**src/logic/cwd_pkg.sv**
```systemverilog
// constants and carriers for configuration word decode and protection
package cwd_pkg;
  localparam int        WORD_W        = 14;
  localparam int        ADDR_W        = 16;
  // word addresses on the nonvolatile path
  localparam logic [15:0] ADDR_REV    = 16'h8005;
  localparam logic [15:0] ADDR_PARTID = 16'h8006;
  localparam logic [15:0] ADDR_CFG2   = 16'h8008;
  localparam logic [15:0] ADDR_CFG3   = 16'h8009;
  localparam logic [15:0] ADDR_CFG4   = 16'h800A;
  localparam logic [15:0] ADDR_CFG5   = 16'h800B;
  // second word fields
  localparam int        B_DEBUG       = 13;
  localparam int        B_BRNLVL      = 9;
  localparam int        B_POWERUP_DELAY_SELECT       = 1;
  localparam int        B_RSTPIN      = 0;
  // fourth word fields
  localparam int        B_LVP         = 13;
  localparam int        B_WP_STORE    = 11;
  localparam int        B_WP_CFG      = 9;
  localparam int        B_WP_BOOT     = 8;
  localparam int        B_WP_APP      = 7;
  localparam int        B_STORE_EN_N  = 4;
  localparam int        B_BOOT_EN_N   = 3;
  localparam int        B_BOOT_SIZE   = 0;
  // fifth word field
  localparam int        B_CP_N        = 0;
  // protection bits that may only move from 1 to 0 outside a bulk erase or por
  localparam logic [13:0] CFG4_STICKY = 14'h0B98;
  localparam logic [13:0] CFG5_STICKY = 14'h0001;
  localparam logic [13:0] ERASED      = 14'h3FFF;
  // identification word layout
  localparam logic [1:0]  PARTID_TOP  = 2'h3;
  localparam logic [1:0]  REV_TOP     = 2'h2;
  // power-up timer codes and times
  localparam logic [1:0]  POWERUP_TIMER_64MS   = 2'h2;
  localparam logic [1:0]  POWERUP_TIMER_16MS   = 2'h1;
  localparam logic [1:0]  POWERUP_TIMER_1MS    = 2'h0;
  localparam logic [1:0]  POWERUP_TIMER_OFF    = 2'h3;
  localparam int        CLK_MHZ       = 50;
  localparam int        T_POWERUP_TIMER_64_US  = 64000;
  localparam int        T_POWERUP_TIMER_16_US  = 16000;
  localparam int        T_POWERUP_TIMER_1_US   = 1000;
  localparam int        CYC_POWERUP_TIMER_64   = T_POWERUP_TIMER_64_US * CLK_MHZ;
  localparam int        CYC_POWERUP_TIMER_16   = T_POWERUP_TIMER_16_US * CLK_MHZ;
  localparam int        CYC_POWERUP_TIMER_1    = T_POWERUP_TIMER_1_US * CLK_MHZ;
  localparam int        STORE_WORDS   = 128;

  typedef struct packed {
    logic        we;
    logic [15:0] addr;
    logic [13:0] wdata;
  } cwd_req_t;

  typedef struct packed {
    logic        wr_err;
    logic [13:0] rdata;
  } cwd_resp_t;
endpackage

```
**src/logic/cwd_boot_map.sv**
```systemverilog
// boot region end address with clamp to half of program memory
`timescale 1ns/10ps
`default_nettype none
module cwd_boot_map #(
  parameter int PFM_WORDS = 4096
) (
  // size code
  input  wire logic [2:0]  size_code,
  // last boot address
  output logic      [14:0] boot_end
);
  localparam logic [15:0] HALF_END = 16'(PFM_WORDS / 2 - 1);
  logic [15:0] raw_end;

  always_comb begin
    case (size_code)
      3'h7:    raw_end = 16'h01FF;
      3'h6:    raw_end = 16'h03FF;
      3'h5:    raw_end = 16'h07FF;
      3'h4:    raw_end = 16'h0FFF;
      3'h3:    raw_end = 16'h1FFF;
      default: raw_end = 16'h3FFF;
    endcase
    boot_end = (raw_end > HALF_END) ? HALF_END[14:0] : raw_end[14:0];
  end
endmodule // cwd_boot_map
`default_nettype wire

```
**src/logic/cwd_powerup_timer_timer.sv**
```systemverilog
// power-up delay counter
`timescale 1ns/10ps
`default_nettype none
module cwd_powerup_timer_timer #(
  parameter int CYC_64 = cwd_pkg::CYC_POWERUP_TIMER_64,
  parameter int CYC_16 = cwd_pkg::CYC_POWERUP_TIMER_16,
  parameter int CYC_1  = cwd_pkg::CYC_POWERUP_TIMER_1
) (
  input  wire logic       sys_clk,
  input  wire logic       srst,
  // start with selection
  input  wire logic       start,
  input  wire logic [1:0] sel,
  // delay elapsed
  output logic            done
);
  logic [23:0] cnt_ff;
  logic        run_ff;

  always_ff @(posedge sys_clk) begin
    if (srst) begin
      cnt_ff <= 24'h000000;
      run_ff <= 1'b0;
      done   <= 1'b0;
    end else if (start) begin
      case (sel)
        cwd_pkg::POWERUP_TIMER_64MS: cnt_ff <= 24'(CYC_64 - 1);
        cwd_pkg::POWERUP_TIMER_16MS: cnt_ff <= 24'(CYC_16 - 1);
        cwd_pkg::POWERUP_TIMER_1MS:  cnt_ff <= 24'(CYC_1 - 1);
        default:            cnt_ff <= 24'h000000;
      endcase
      run_ff <= (sel != cwd_pkg::POWERUP_TIMER_OFF);
      done   <= (sel == cwd_pkg::POWERUP_TIMER_OFF);
    end else if (run_ff) begin
      if (cnt_ff == 24'h000000) begin
        run_ff <= 1'b0;
        done   <= 1'b1;
      end else begin
        cnt_ff <= cnt_ff - 24'h000001;
      end
    end
  end
endmodule // cwd_powerup_timer_timer
`default_nettype wire

```
**src/logic/cwd_config_decode.sv**
```systemverilog
// configuration word store, protection and decode
// Operation
// - code 01 gives 16 ms, 00 gives 1 ms
// - code 11 disables timer, 10 gives 64 ms
// - without low-voltage mode, enable bit picks reset pin
// - low-voltage mode forces pin to master reset
// - refuse clearing low-voltage bit over that interface
// - brown-out threshold follows level select bit
// - cleared bit protects enabled storage region
// - cleared bit protects configuration words
// - cleared bit protects enabled boot region
// - cleared bit protects application region
// - protection cleared only by bulk erase; the code also clears it on por
// - storage region enable is active low
// - storage region is last 128 words, no execution
// - boot enable active low, disabled ignores size
// - size code maps to last boot address
// - size changes only while boot disabled
// - boot region clamped to half program memory
// - cleared code-protect bit protects program flash
// - code protection immediate, removed by bulk erase
// - identification word read-only, fixed top bits
// - revision word read-only, fixed top bits
// - third word reserved, no settings
`timescale 1ns/10ps
`default_nettype none
module cwd_config_decode #(
  parameter int          PFM_WORDS   = 4096,
  parameter logic [11:0] PART_ID     = 12'hA5C, // arbitrary value
  parameter logic [5:0]  MAJOR_REV   = 6'h01,   // arbitrary value
  parameter logic [5:0]  MINOR_REV   = 6'h02,   // arbitrary value
  parameter int          CYC_64      = cwd_pkg::CYC_POWERUP_TIMER_64,
  parameter int          CYC_16      = cwd_pkg::CYC_POWERUP_TIMER_16,
  parameter int          CYC_1       = cwd_pkg::CYC_POWERUP_TIMER_1
) (
  // clock and resets
  input  wire logic              sys_clk,
  input  wire logic              srst,
  input  wire logic              por,
  // nonvolatile access path
  input  wire logic              nvm_req,
  input  wire cwd_pkg::cwd_req_t nvm_cmd,
  input  wire logic              bulk_erase,
  input  wire logic              lvp_if_active,
  output logic                   nvm_ack,
  output cwd_pkg::cwd_resp_t     nvm_resp,
  output logic                   pfm_wr_grant,
  // decoded settings
  output logic                   powerup_done,
  output logic                   reset_pin_is_master,
  output logic                   low_voltage_program_en,
  output logic                   brownout_level_high,
  output logic                   debug_en_n,
  output logic                   storage_region_en,
  output logic [14:0]            storage_region_start,
  output logic                   boot_region_en,
  output logic [14:0]            boot_region_end,
  output logic [3:0]             wprot_active,
  output logic                   code_protect_active
);
  // nonvolatile store, kept across srst
  logic [13:0] cfg2_ff;
  logic [13:0] cfg4_ff;
  logic [13:0] cfg5_ff;
  // reset-time latches
  logic [13:0] lat2_ff;
  logic [13:0] lat4_ff;
  logic [13:0] lat5_ff;
  logic        load_pend_ff;
  logic        timer_start_ff;
  logic [13:0] nxt_cfg4;
  logic [13:0] nxt_cfg5;
  logic [14:0] pfm_addr;
  logic        is_pfm;
  logic        in_store;
  logic        in_boot;
  logic        pfm_blocked;
  logic        cfg_wr_ok;
  logic        lvp_refused;
  logic [14:0] boot_end_w;
  logic        wr_cfg2;
  logic        wr_cfg4;
  logic        wr_cfg5;
  logic        wr_err;
  logic [13:0] rd_word;

  localparam logic [14:0] STORE_START = 15'(PFM_WORDS - cwd_pkg::STORE_WORDS);

  // address decode against the live store, so new protection acts at once
  assign pfm_addr  = nvm_cmd.addr[14:0] & 15'(PFM_WORDS - 1);
  assign is_pfm    = !nvm_cmd.addr[15];
  assign in_store  = !cfg4_ff[cwd_pkg::B_STORE_EN_N] && pfm_addr >= STORE_START;
  assign in_boot   = !cfg4_ff[cwd_pkg::B_BOOT_EN_N] && pfm_addr <= boot_end_w;

  always_comb begin
    if (in_store) begin
      pfm_blocked = !cfg4_ff[cwd_pkg::B_WP_STORE];
    end else if (in_boot) begin
      pfm_blocked = !cfg4_ff[cwd_pkg::B_WP_BOOT];
    end else begin
      pfm_blocked = !cfg4_ff[cwd_pkg::B_WP_APP];
    end
  end

  assign cfg_wr_ok   = cfg4_ff[cwd_pkg::B_WP_CFG];
  assign wr_cfg2     = nvm_req && nvm_cmd.we && nvm_cmd.addr == cwd_pkg::ADDR_CFG2 && cfg_wr_ok;
  assign wr_cfg4     = nvm_req && nvm_cmd.we && nvm_cmd.addr == cwd_pkg::ADDR_CFG4 && cfg_wr_ok;
  assign wr_cfg5     = nvm_req && nvm_cmd.we && nvm_cmd.addr == cwd_pkg::ADDR_CFG5 && cfg_wr_ok;
  assign lvp_refused = lvp_if_active && !nvm_cmd.wdata[cwd_pkg::B_LVP]
                       && cfg4_ff[cwd_pkg::B_LVP];

  always_comb begin
    // protection bits only fall; bulk erase or por is the way back up
    nxt_cfg4 = (cfg4_ff & cwd_pkg::CFG4_STICKY & nvm_cmd.wdata)
               | (nvm_cmd.wdata & ~cwd_pkg::CFG4_STICKY);
    if (!cfg4_ff[cwd_pkg::B_BOOT_EN_N]) begin
      nxt_cfg4[2:0] = cfg4_ff[2:0];
    end
    if (lvp_refused) begin
      nxt_cfg4[cwd_pkg::B_LVP] = 1'b1;
    end
    nxt_cfg5 = (cfg5_ff & cwd_pkg::CFG5_STICKY & nvm_cmd.wdata)
               | (nvm_cmd.wdata & ~cwd_pkg::CFG5_STICKY);
  end

  always_comb begin
    wr_err = 1'b0;
    if (nvm_req && nvm_cmd.we) begin
      if (is_pfm) begin
        wr_err = pfm_blocked;
      end else begin
        case (nvm_cmd.addr)
          cwd_pkg::ADDR_REV, cwd_pkg::ADDR_PARTID: wr_err = 1'b1;
          cwd_pkg::ADDR_CFG2, cwd_pkg::ADDR_CFG5:  wr_err = !cfg_wr_ok;
          cwd_pkg::ADDR_CFG4:  wr_err = !cfg_wr_ok || lvp_refused;
          default:             wr_err = 1'b0;
        endcase
      end
    end
  end

  always_comb begin
    case (nvm_cmd.addr)
      cwd_pkg::ADDR_PARTID: rd_word = {cwd_pkg::PARTID_TOP, PART_ID};
      cwd_pkg::ADDR_REV:    rd_word = {cwd_pkg::REV_TOP, MAJOR_REV, MINOR_REV};
      cwd_pkg::ADDR_CFG2:   rd_word = cfg2_ff;
      cwd_pkg::ADDR_CFG4:   rd_word = cfg4_ff;
      cwd_pkg::ADDR_CFG5:   rd_word = cfg5_ff;
      default:              rd_word = 14'h0000;
    endcase
  end

  // nonvolatile store; third word holds nothing
  always_ff @(posedge sys_clk) begin
    if (por || bulk_erase) begin
      cfg2_ff <= cwd_pkg::ERASED;
      cfg4_ff <= cwd_pkg::ERASED;
      cfg5_ff <= cwd_pkg::ERASED;
    end else begin
      if (wr_cfg2) begin
        cfg2_ff <= nvm_cmd.wdata;
      end
      if (wr_cfg4) begin
        cfg4_ff <= nxt_cfg4;
      end
      if (wr_cfg5) begin
        cfg5_ff <= nxt_cfg5;
      end
    end
  end

  // access answer, one cycle after the request
  always_ff @(posedge sys_clk) begin
    if (srst || por) begin
      nvm_ack      <= 1'b0;
      nvm_resp     <= '0;
      pfm_wr_grant <= 1'b0;
    end else begin
      nvm_ack         <= nvm_req;
      nvm_resp.rdata  <= (nvm_req && !nvm_cmd.we) ? rd_word : 14'h0000;
      nvm_resp.wr_err <= wr_err;
      pfm_wr_grant    <= nvm_req && nvm_cmd.we && is_pfm && !pfm_blocked;
    end
  end

  // latch the words on the first edge out of reset
  always_ff @(posedge sys_clk) begin
    if (srst || por) begin
      load_pend_ff   <= 1'b1;
      timer_start_ff <= 1'b0;
      lat2_ff        <= cwd_pkg::ERASED;
      lat4_ff        <= cwd_pkg::ERASED;
      lat5_ff        <= cwd_pkg::ERASED;
    end else begin
      timer_start_ff <= load_pend_ff;
      if (load_pend_ff) begin
        load_pend_ff <= 1'b0;
        lat2_ff      <= cfg2_ff;
        lat4_ff      <= cfg4_ff;
        lat5_ff      <= cfg5_ff;
      end
    end
  end

  // decoded settings come from the latches; boot_region_end takes its size from the live store
  always_ff @(posedge sys_clk) begin
    if (srst || por) begin
      reset_pin_is_master    <= 1'b1;
      low_voltage_program_en <= 1'b1;
      brownout_level_high    <= 1'b1;
      debug_en_n             <= 1'b1;
    end else begin
      reset_pin_is_master    <= lat4_ff[cwd_pkg::B_LVP]
                                | lat2_ff[cwd_pkg::B_RSTPIN];
      low_voltage_program_en <= lat4_ff[cwd_pkg::B_LVP];
      brownout_level_high    <= lat2_ff[cwd_pkg::B_BRNLVL];
      debug_en_n             <= lat2_ff[cwd_pkg::B_DEBUG];
    end
  end

  always_ff @(posedge sys_clk) begin
    if (srst || por) begin
      storage_region_en    <= 1'b0;
      storage_region_start <= 15'h0000;
      boot_region_en       <= 1'b0;
      boot_region_end      <= 15'h0000;
      wprot_active         <= 4'h0;
    end else begin
      storage_region_en    <= !lat4_ff[cwd_pkg::B_STORE_EN_N];
      storage_region_start <= STORE_START;
      boot_region_en       <= !lat4_ff[cwd_pkg::B_BOOT_EN_N];
      boot_region_end      <= lat4_ff[cwd_pkg::B_BOOT_EN_N] ? 15'h0000 : boot_end_w;
      wprot_active         <= {!lat4_ff[cwd_pkg::B_WP_STORE] && !lat4_ff[cwd_pkg::B_STORE_EN_N],
                               !lat4_ff[cwd_pkg::B_WP_CFG],
                               !lat4_ff[cwd_pkg::B_WP_BOOT] && !lat4_ff[cwd_pkg::B_BOOT_EN_N],
                               !lat4_ff[cwd_pkg::B_WP_APP]};
    end
  end

  // code protect follows the store, not the latch: it must bite at once
  always_ff @(posedge sys_clk) begin
    if (por) begin
      code_protect_active <= 1'b0;
    end else begin
      code_protect_active <= !cfg5_ff[cwd_pkg::B_CP_N];
    end
  end

  // boot size read from the live store so protection decode stays current
  cwd_boot_map #(
    .PFM_WORDS (PFM_WORDS)
  ) u_boot_map (
    .size_code (cfg4_ff[2:0]),
    .boot_end  (boot_end_w)
  );

  cwd_powerup_timer_timer #(
    .CYC_64 (CYC_64),
    .CYC_16 (CYC_16),
    .CYC_1  (CYC_1)
  ) u_powerup_timer (
    .sys_clk (sys_clk),
    .srst    (srst || por),
    .start   (timer_start_ff),
    .sel     (lat2_ff[2:1]),
    .done    (powerup_done)
  );

  // checks
  property p_ack_next;
    @(posedge sys_clk) disable iff (srst || por)
    nvm_req |=> nvm_ack;
  endproperty
  a_ack_next: assert property (p_ack_next) else $error("no answer after request");

  property p_pin_decode;
    @(posedge sys_clk) disable iff (srst || por)
    !load_pend_ff |=> reset_pin_is_master == ($past(lat4_ff[13]) | $past(lat2_ff[0]));
  endproperty
  a_pin_decode: assert property (p_pin_decode) else $error("reset pin decode wrong");

  property p_lvp_refuse;
    @(posedge sys_clk) disable iff (srst || por || bulk_erase)
    nvm_req && nvm_cmd.we && nvm_cmd.addr == cwd_pkg::ADDR_CFG4 && lvp_refused && cfg_wr_ok
      |=> cfg4_ff[13] && nvm_resp.wr_err;
  endproperty
  a_lvp_refuse: assert property (p_lvp_refuse) else $error("low-voltage bit cleared");

  property p_cfg_locked;
    @(posedge sys_clk) disable iff (srst || por || bulk_erase)
    !cfg4_ff[9] |=> $stable(cfg4_ff) && $stable(cfg5_ff) && $stable(cfg2_ff);
  endproperty
  a_cfg_locked: assert property (p_cfg_locked) else $error("locked word changed");

  property p_app_sticky;
    @(posedge sys_clk) disable iff (srst || por || bulk_erase)
    !cfg4_ff[7] |=> !cfg4_ff[7];
  endproperty
  a_app_sticky: assert property (p_app_sticky) else $error("protection released");

  property p_size_lock;
    @(posedge sys_clk) disable iff (srst || por || bulk_erase)
    !cfg4_ff[3] |=> $stable(cfg4_ff[2:0]);
  endproperty
  a_size_lock: assert property (p_size_lock) else $error("boot size changed");

  property p_cp_now;
    @(posedge sys_clk) disable iff (por || bulk_erase)
    wr_cfg5 && !nvm_cmd.wdata[0] |=> ##1 code_protect_active;
  endproperty
  a_cp_now: assert property (p_cp_now) else $error("code protect late");

  property p_id_read;
    @(posedge sys_clk) disable iff (srst || por)
    nvm_req && !nvm_cmd.we && nvm_cmd.addr == cwd_pkg::ADDR_PARTID
      |=> nvm_resp.rdata[13:12] == 2'h3 && nvm_resp.rdata[11:0] == PART_ID;
  endproperty
  a_id_read: assert property (p_id_read) else $error("identification read wrong");

  property p_boot_clamp;
    @(posedge sys_clk) disable iff (srst || por)
    boot_region_end <= 15'(PFM_WORDS / 2 - 1);
  endproperty
  a_boot_clamp: assert property (p_boot_clamp) else $error("boot region too large");

  property p_app_block;
    @(posedge sys_clk) disable iff (srst || por)
    nvm_req && nvm_cmd.we && is_pfm && !in_store && !in_boot && !cfg4_ff[7]
      |=> nvm_resp.wr_err && !pfm_wr_grant;
  endproperty
  a_app_block: assert property (p_app_block) else $error("protected write granted");

  c_grant: cover property (@(posedge sys_clk) pfm_wr_grant);
  c_cp_set: cover property (@(posedge sys_clk) $rose(code_protect_active));
  c_erase: cover property (@(posedge sys_clk) bulk_erase && !cfg4_ff[7]);
endmodule // cwd_config_decode
`default_nettype wire

```
**config.mk**
```make
export PLATFORM = sky130hd
export DESIGN_NAME = cwd_config_decode
export DESIGN_NICKNAME = d
export VERILOG_FILES = /design/src/logic/cwd_pkg.sv /design/src/logic/cwd_boot_map.sv /design/src/logic/cwd_powerup_timer_timer.sv /design/src/logic/cwd_config_decode.sv
export SDC_FILE = /design/constraint.sdc
export NUM_CORES = 1
export LEC_CHECK = 0
export ABC_AREA = 0
export BUFFER_PORTS_ARGS = -buffer_cell sky130_fd_sc_hd__buf_4
export CORE_MARGIN = 3
export CORE_UTILIZATION = 50
export CTS_CLUSTER_SIZE = 30
export DETAILED_ROUTE_END_ITERATION = 6
export PLACE_DENSITY_LB_ADDON = 0.3
export SLEW_MARGIN = 20
export SYNTH_ARGS = -nofsm -noshare
export SYNTH_HDL_FRONTEND = slang
export SYNTH_SLANG_ARGS = --single-unit
```
**constraint.sdc**
```tcl
create_clock -name sys_clk -period 2.3 [get_ports sys_clk]
set_clock_uncertainty 0.05 [all_clocks]
set_input_delay 0.46 -clock sys_clk [delete_from_list [all_inputs] [get_ports sys_clk]]
set_output_delay 0.46 -clock sys_clk [all_outputs]
set_load 0.05 [all_outputs]
```
==> key figures <==
Run status
  – Status: complete, no violations

Synthesis
  – Share of the synthesized area in the top cell type: 45.4%
  – Mean post-synth cell area: a little over 9 µm²
  – Synthesized instance count: 562
  – Post-synthesis sequential area ratio: a little under half
  – Main synth FF type: dfxtp_1
  – Yosys cell types: between 60 and 70
  – Post-synth EDFFs: 0
  – Synth Warn #: 0
  – Fraction of registers with async set or reset after synthesis: 0%
  – Mapped Area: roughly 5000 µm²
  – Area contributors post-synth: dfxtp_1 (45%), mux2i_1 (6.4%), nand2_1 (5.6%), buf_4 (3.6%), nand3_1 (2.6%)
  – Yosys reg bits: about 120
  – Synth area leader: dfxtp_1

Cells and area
  – Fin nets: 715
  – Ratio of cells with drive above 1 in the final layout: a little over a quarter
  – Design area: 6650 µm²
  – # fillers: slightly below 800
  – Area growth syn-to-layout: 29.0%
  – Antenna diode count: 0

Flow run
  – Max-Cap Viols: 0

Global routing
  – Gr usage total: 24.8%
  – M1 GR Usage: about a third
  – First-pass GRT wire length: between 20000 and 25000 µm
  – Global route hottest layer: met2
  – Vias in the first global route: between 4000 and 5000
  – GR Layer Usage met3: around 6.2%
  – Total congestion overflow: 0
  – Initial antenna violation count: 0
  – Largest net degree at the start of global routing: 43
  – Met2 usage: a little under two fifths

Power
  – Clock share of power: about half
  – Leak: 2.95 nW
  – Power density over the cells: between 700 and 800 nW/µm²
  – Logic pwr share: 8.9%
  – Sw Pwr: roughly 1.4 mW
  – Share of power burned in registers: between 30% and 40%
  – Worst VDD drop: a little under 0.5 mV
  – Sw Share: between 20% and 30%
  – Pint: around 3.8 mW

Worst setup path
  – Most used cell, CP: buf_4
  – Critical Path RT: 2.66 ns
  – Setup CP Type: flop to flop
  – Worst path max stage delay: 0.40 ns
  – Critical path arrival: 2.57 ns
  – Worst path cell trace: nor4_1 -> buf_4 -> nand4_1 -> buf_4 -> o21ai_2 -> buf_4 -> nor3_1 -> o31a_1
  – Worst Path Max Fanout: 9
  – Crit end category: flop
  – Crit start category: flop
  – Crit-path slowest cell: nor4_1

STA
  – Crit path time final: roughly 2.2 ns
  – Slew headroom: between 40 and 50%
  – Tcrit/Tclk final: between 90% and 100%
  – Final Hold Vio Count: 0
  – Tightest Pin Transition: between 0.7 and 0.8 ns
  – Final setup violation count: 0
  – Fmax achieved: between 400 and 500 MHz
  – Hold Worst Slack: roughly 0.093 ns
  – Final Slew Violations: 0
  – RSZ-0062 raised after global routing: false
  – Final WS setup: just under 0.09 ns

Placed design
  – Placed wire-length estimate: ~9600 µm
  – Routability cong.: between 0.9 and 1
  – DP Area: ~6000 µm²
  – Place WS: -0.0786 ns
  – PortBufs: between 80 and 90

Detailed routing
  – Pre-Repair DR Iteration Count: 7
  – First DRT Iteration DRCs: approximately 530
  – Vias/cell: 5.80
  – WL per Instance: between 15 and 20 µm
  – Total vias in the final route: between 4000 and 5000
  – Total wire length: roughly 14000 µm
  – ANT nets after route: 0
  – DRC viols: 0

Hold path
  – Hold Crit Class: primary input to flop

Floorplan
  – Chip width: 108 µm
  – Top Ports: 96
  – Die area: 11600 µm²
  – Std cell rows: 36
  – Core area: about 9900 µm²
  – Die height: approximately 110 µm
  – Initial Util: a little over half

Clock tree
  – CTS sink cnt: ~120
  – CTS Hold Bufs: 0
  – CTS tree: built
  – Clock buffer depth: 2
  – CTS HTree Levels: 4
  – Clock-pin slew on the worst setup and hold paths: 0.06 ns
  – CTS root buf: clkbuf_8
  – CTS Buf Count: 17
  – Clk_lat worst skew: 0.52 ns
-- cell usage after synthesis, types with 7 or more instances --
| library cell | instances |
|---|---|
| nand2_1 | 77 |
| nor4_1 | 7 |
| mux2i_1 | 33 |
| or4_1 | 11 |
| nand4_1 | 13 |
| nand3_1 | 27 |
| nor2_1 | 35 |
| or3_1 | 7 |
| nor3_1 | 8 |
| a21oi_1 | 18 |
| a222oi_1 | 11 |
| dfxtp_1 | 117 |
| clkbuf_1 | 24 |
| ha_1 | 9 |
| o21ai_0 | 17 |
| buf_4 | 25 |
| a21o_1 | 7 |
| inv_1 | 10 |
| o211ai_1 | 8 |
-- layer usage --
layer	part of all wire, %	wire [µm]
met3	8.8	1210
met5	0	0
met2	47	6480
met1	42	5840
met4	2.4	338
-- timing repair --
action / 4_1_cts / 5_1_grt
gates resized for setup: 0 / 2
setup endpoints to repair: 0 / 1
setup buffers: 0 / 0
-- worst paths after layout --
path                              start                   endpoint  slack (ns)  depth (start not counted)
min reg2reg                  lat4_ff[7]            wprot_active[0]        0.38                          1
max reg2reg  u_powerup_timer.cnt_ff[10]  u_powerup_timer.cnt_ff[6]        0.09                          8
min                                 por        code_protect_active        0.09                          2
max          u_powerup_timer.cnt_ff[10]  u_powerup_timer.cnt_ff[6]        0.09                          8
-- power by group through the flow --
stage | Clock, mW | Sequential [mW] | Combinational, mW
2_1_floorplan | 0 | 2.12 | 0.278
3_3_place_gp | 0 | 2.11 | 0.439
3_5_place_dp | 0 | 2.11 | 0.445
4_1_cts | 2.67 | 2.07 | 0.451
5_1_grt | 2.78 | 2.07 | 0.498
6_report | 2.65 | 2.07 | 0.459
-- cells by family after synthesis --
group                      count (synthesis)  share of synthesized area, %
and+or+nand+nor                          227                          23.7
DFF                                      117                          45.4
AOI/OAI and AO/OA                        102                          14.0
buffers and inverters                     65                          6.87
muxes                                     33                          6.41
adders and majority gates                  9                          2.19
xor gates and xnor gates                   7                          1.19
other                                      2                         0.146
-- flip-flops by register name, indices dropped and copies added (netlist names), 4 cells and up --
name	count
nvm_resp	15
wprot_active	4
cfg5_ff	14
lat2_ff	5
boot_region_end	6
u_powerup_timer.cnt_ff	24
cfg2_ff	14
cfg4_ff	14
lat4_ff	7
-- stage by stage --
stage | total power [mW] | utilization, % | TNS [ns] | instances
6_report | 5.18 | 67.1 | 0 | 815
5_1_grt | 5.35 | 67.1 | 0 | 815
4_1_cts | 5.19 | 67.0 | 0 | 815
3_5_place_dp | 2.56 | 61.0 | -0.975 | 783
3_3_place_gp | 2.55 | 61.0 | -0.452 | 783
2_1_floorplan | 2.40 | - | 0 | 575
-- final cells by class --
cell class / count / area (µm²) / area share, %
timing repair buffer: 130 / 988 / 14.9
inverter: 10 / 37.5 / 0.565
clock inverter: 15 / 181 / 2.73
sequential: 117 / 2340 / 35.2
clock buffer: 17 / 414 / 6.23
tap: 133 / 166 / 2.50
multi-input combinational: 393 / 2520 / 37.9
-- critical path, delay by kind of cell, from the launching register on --
kind | cells | cell delay, ns
buffers and inverters | 3 | 0.60
and+or+nand+nor | 3 | 0.55
AOI/OAI and AO/OA | 2 | 0.52
DFF | 1 | 0.37
-- layout by cell type, fill, tap and decap left out, types with 9 or more instances in the layout --
cell,n
dfxtp_1,117
clkbuf_16,16
o21ai_0,17
buf_4,129
nor2_1,34
nand4_1,13
a21oi_1,18
inv_1,10
nand3_1,27
nand2_1,77
a222oi_1,11
or4_1,10
conb_1,15
mux2i_1,33
ha_1,9
Power figures use the tool's default switching activity.
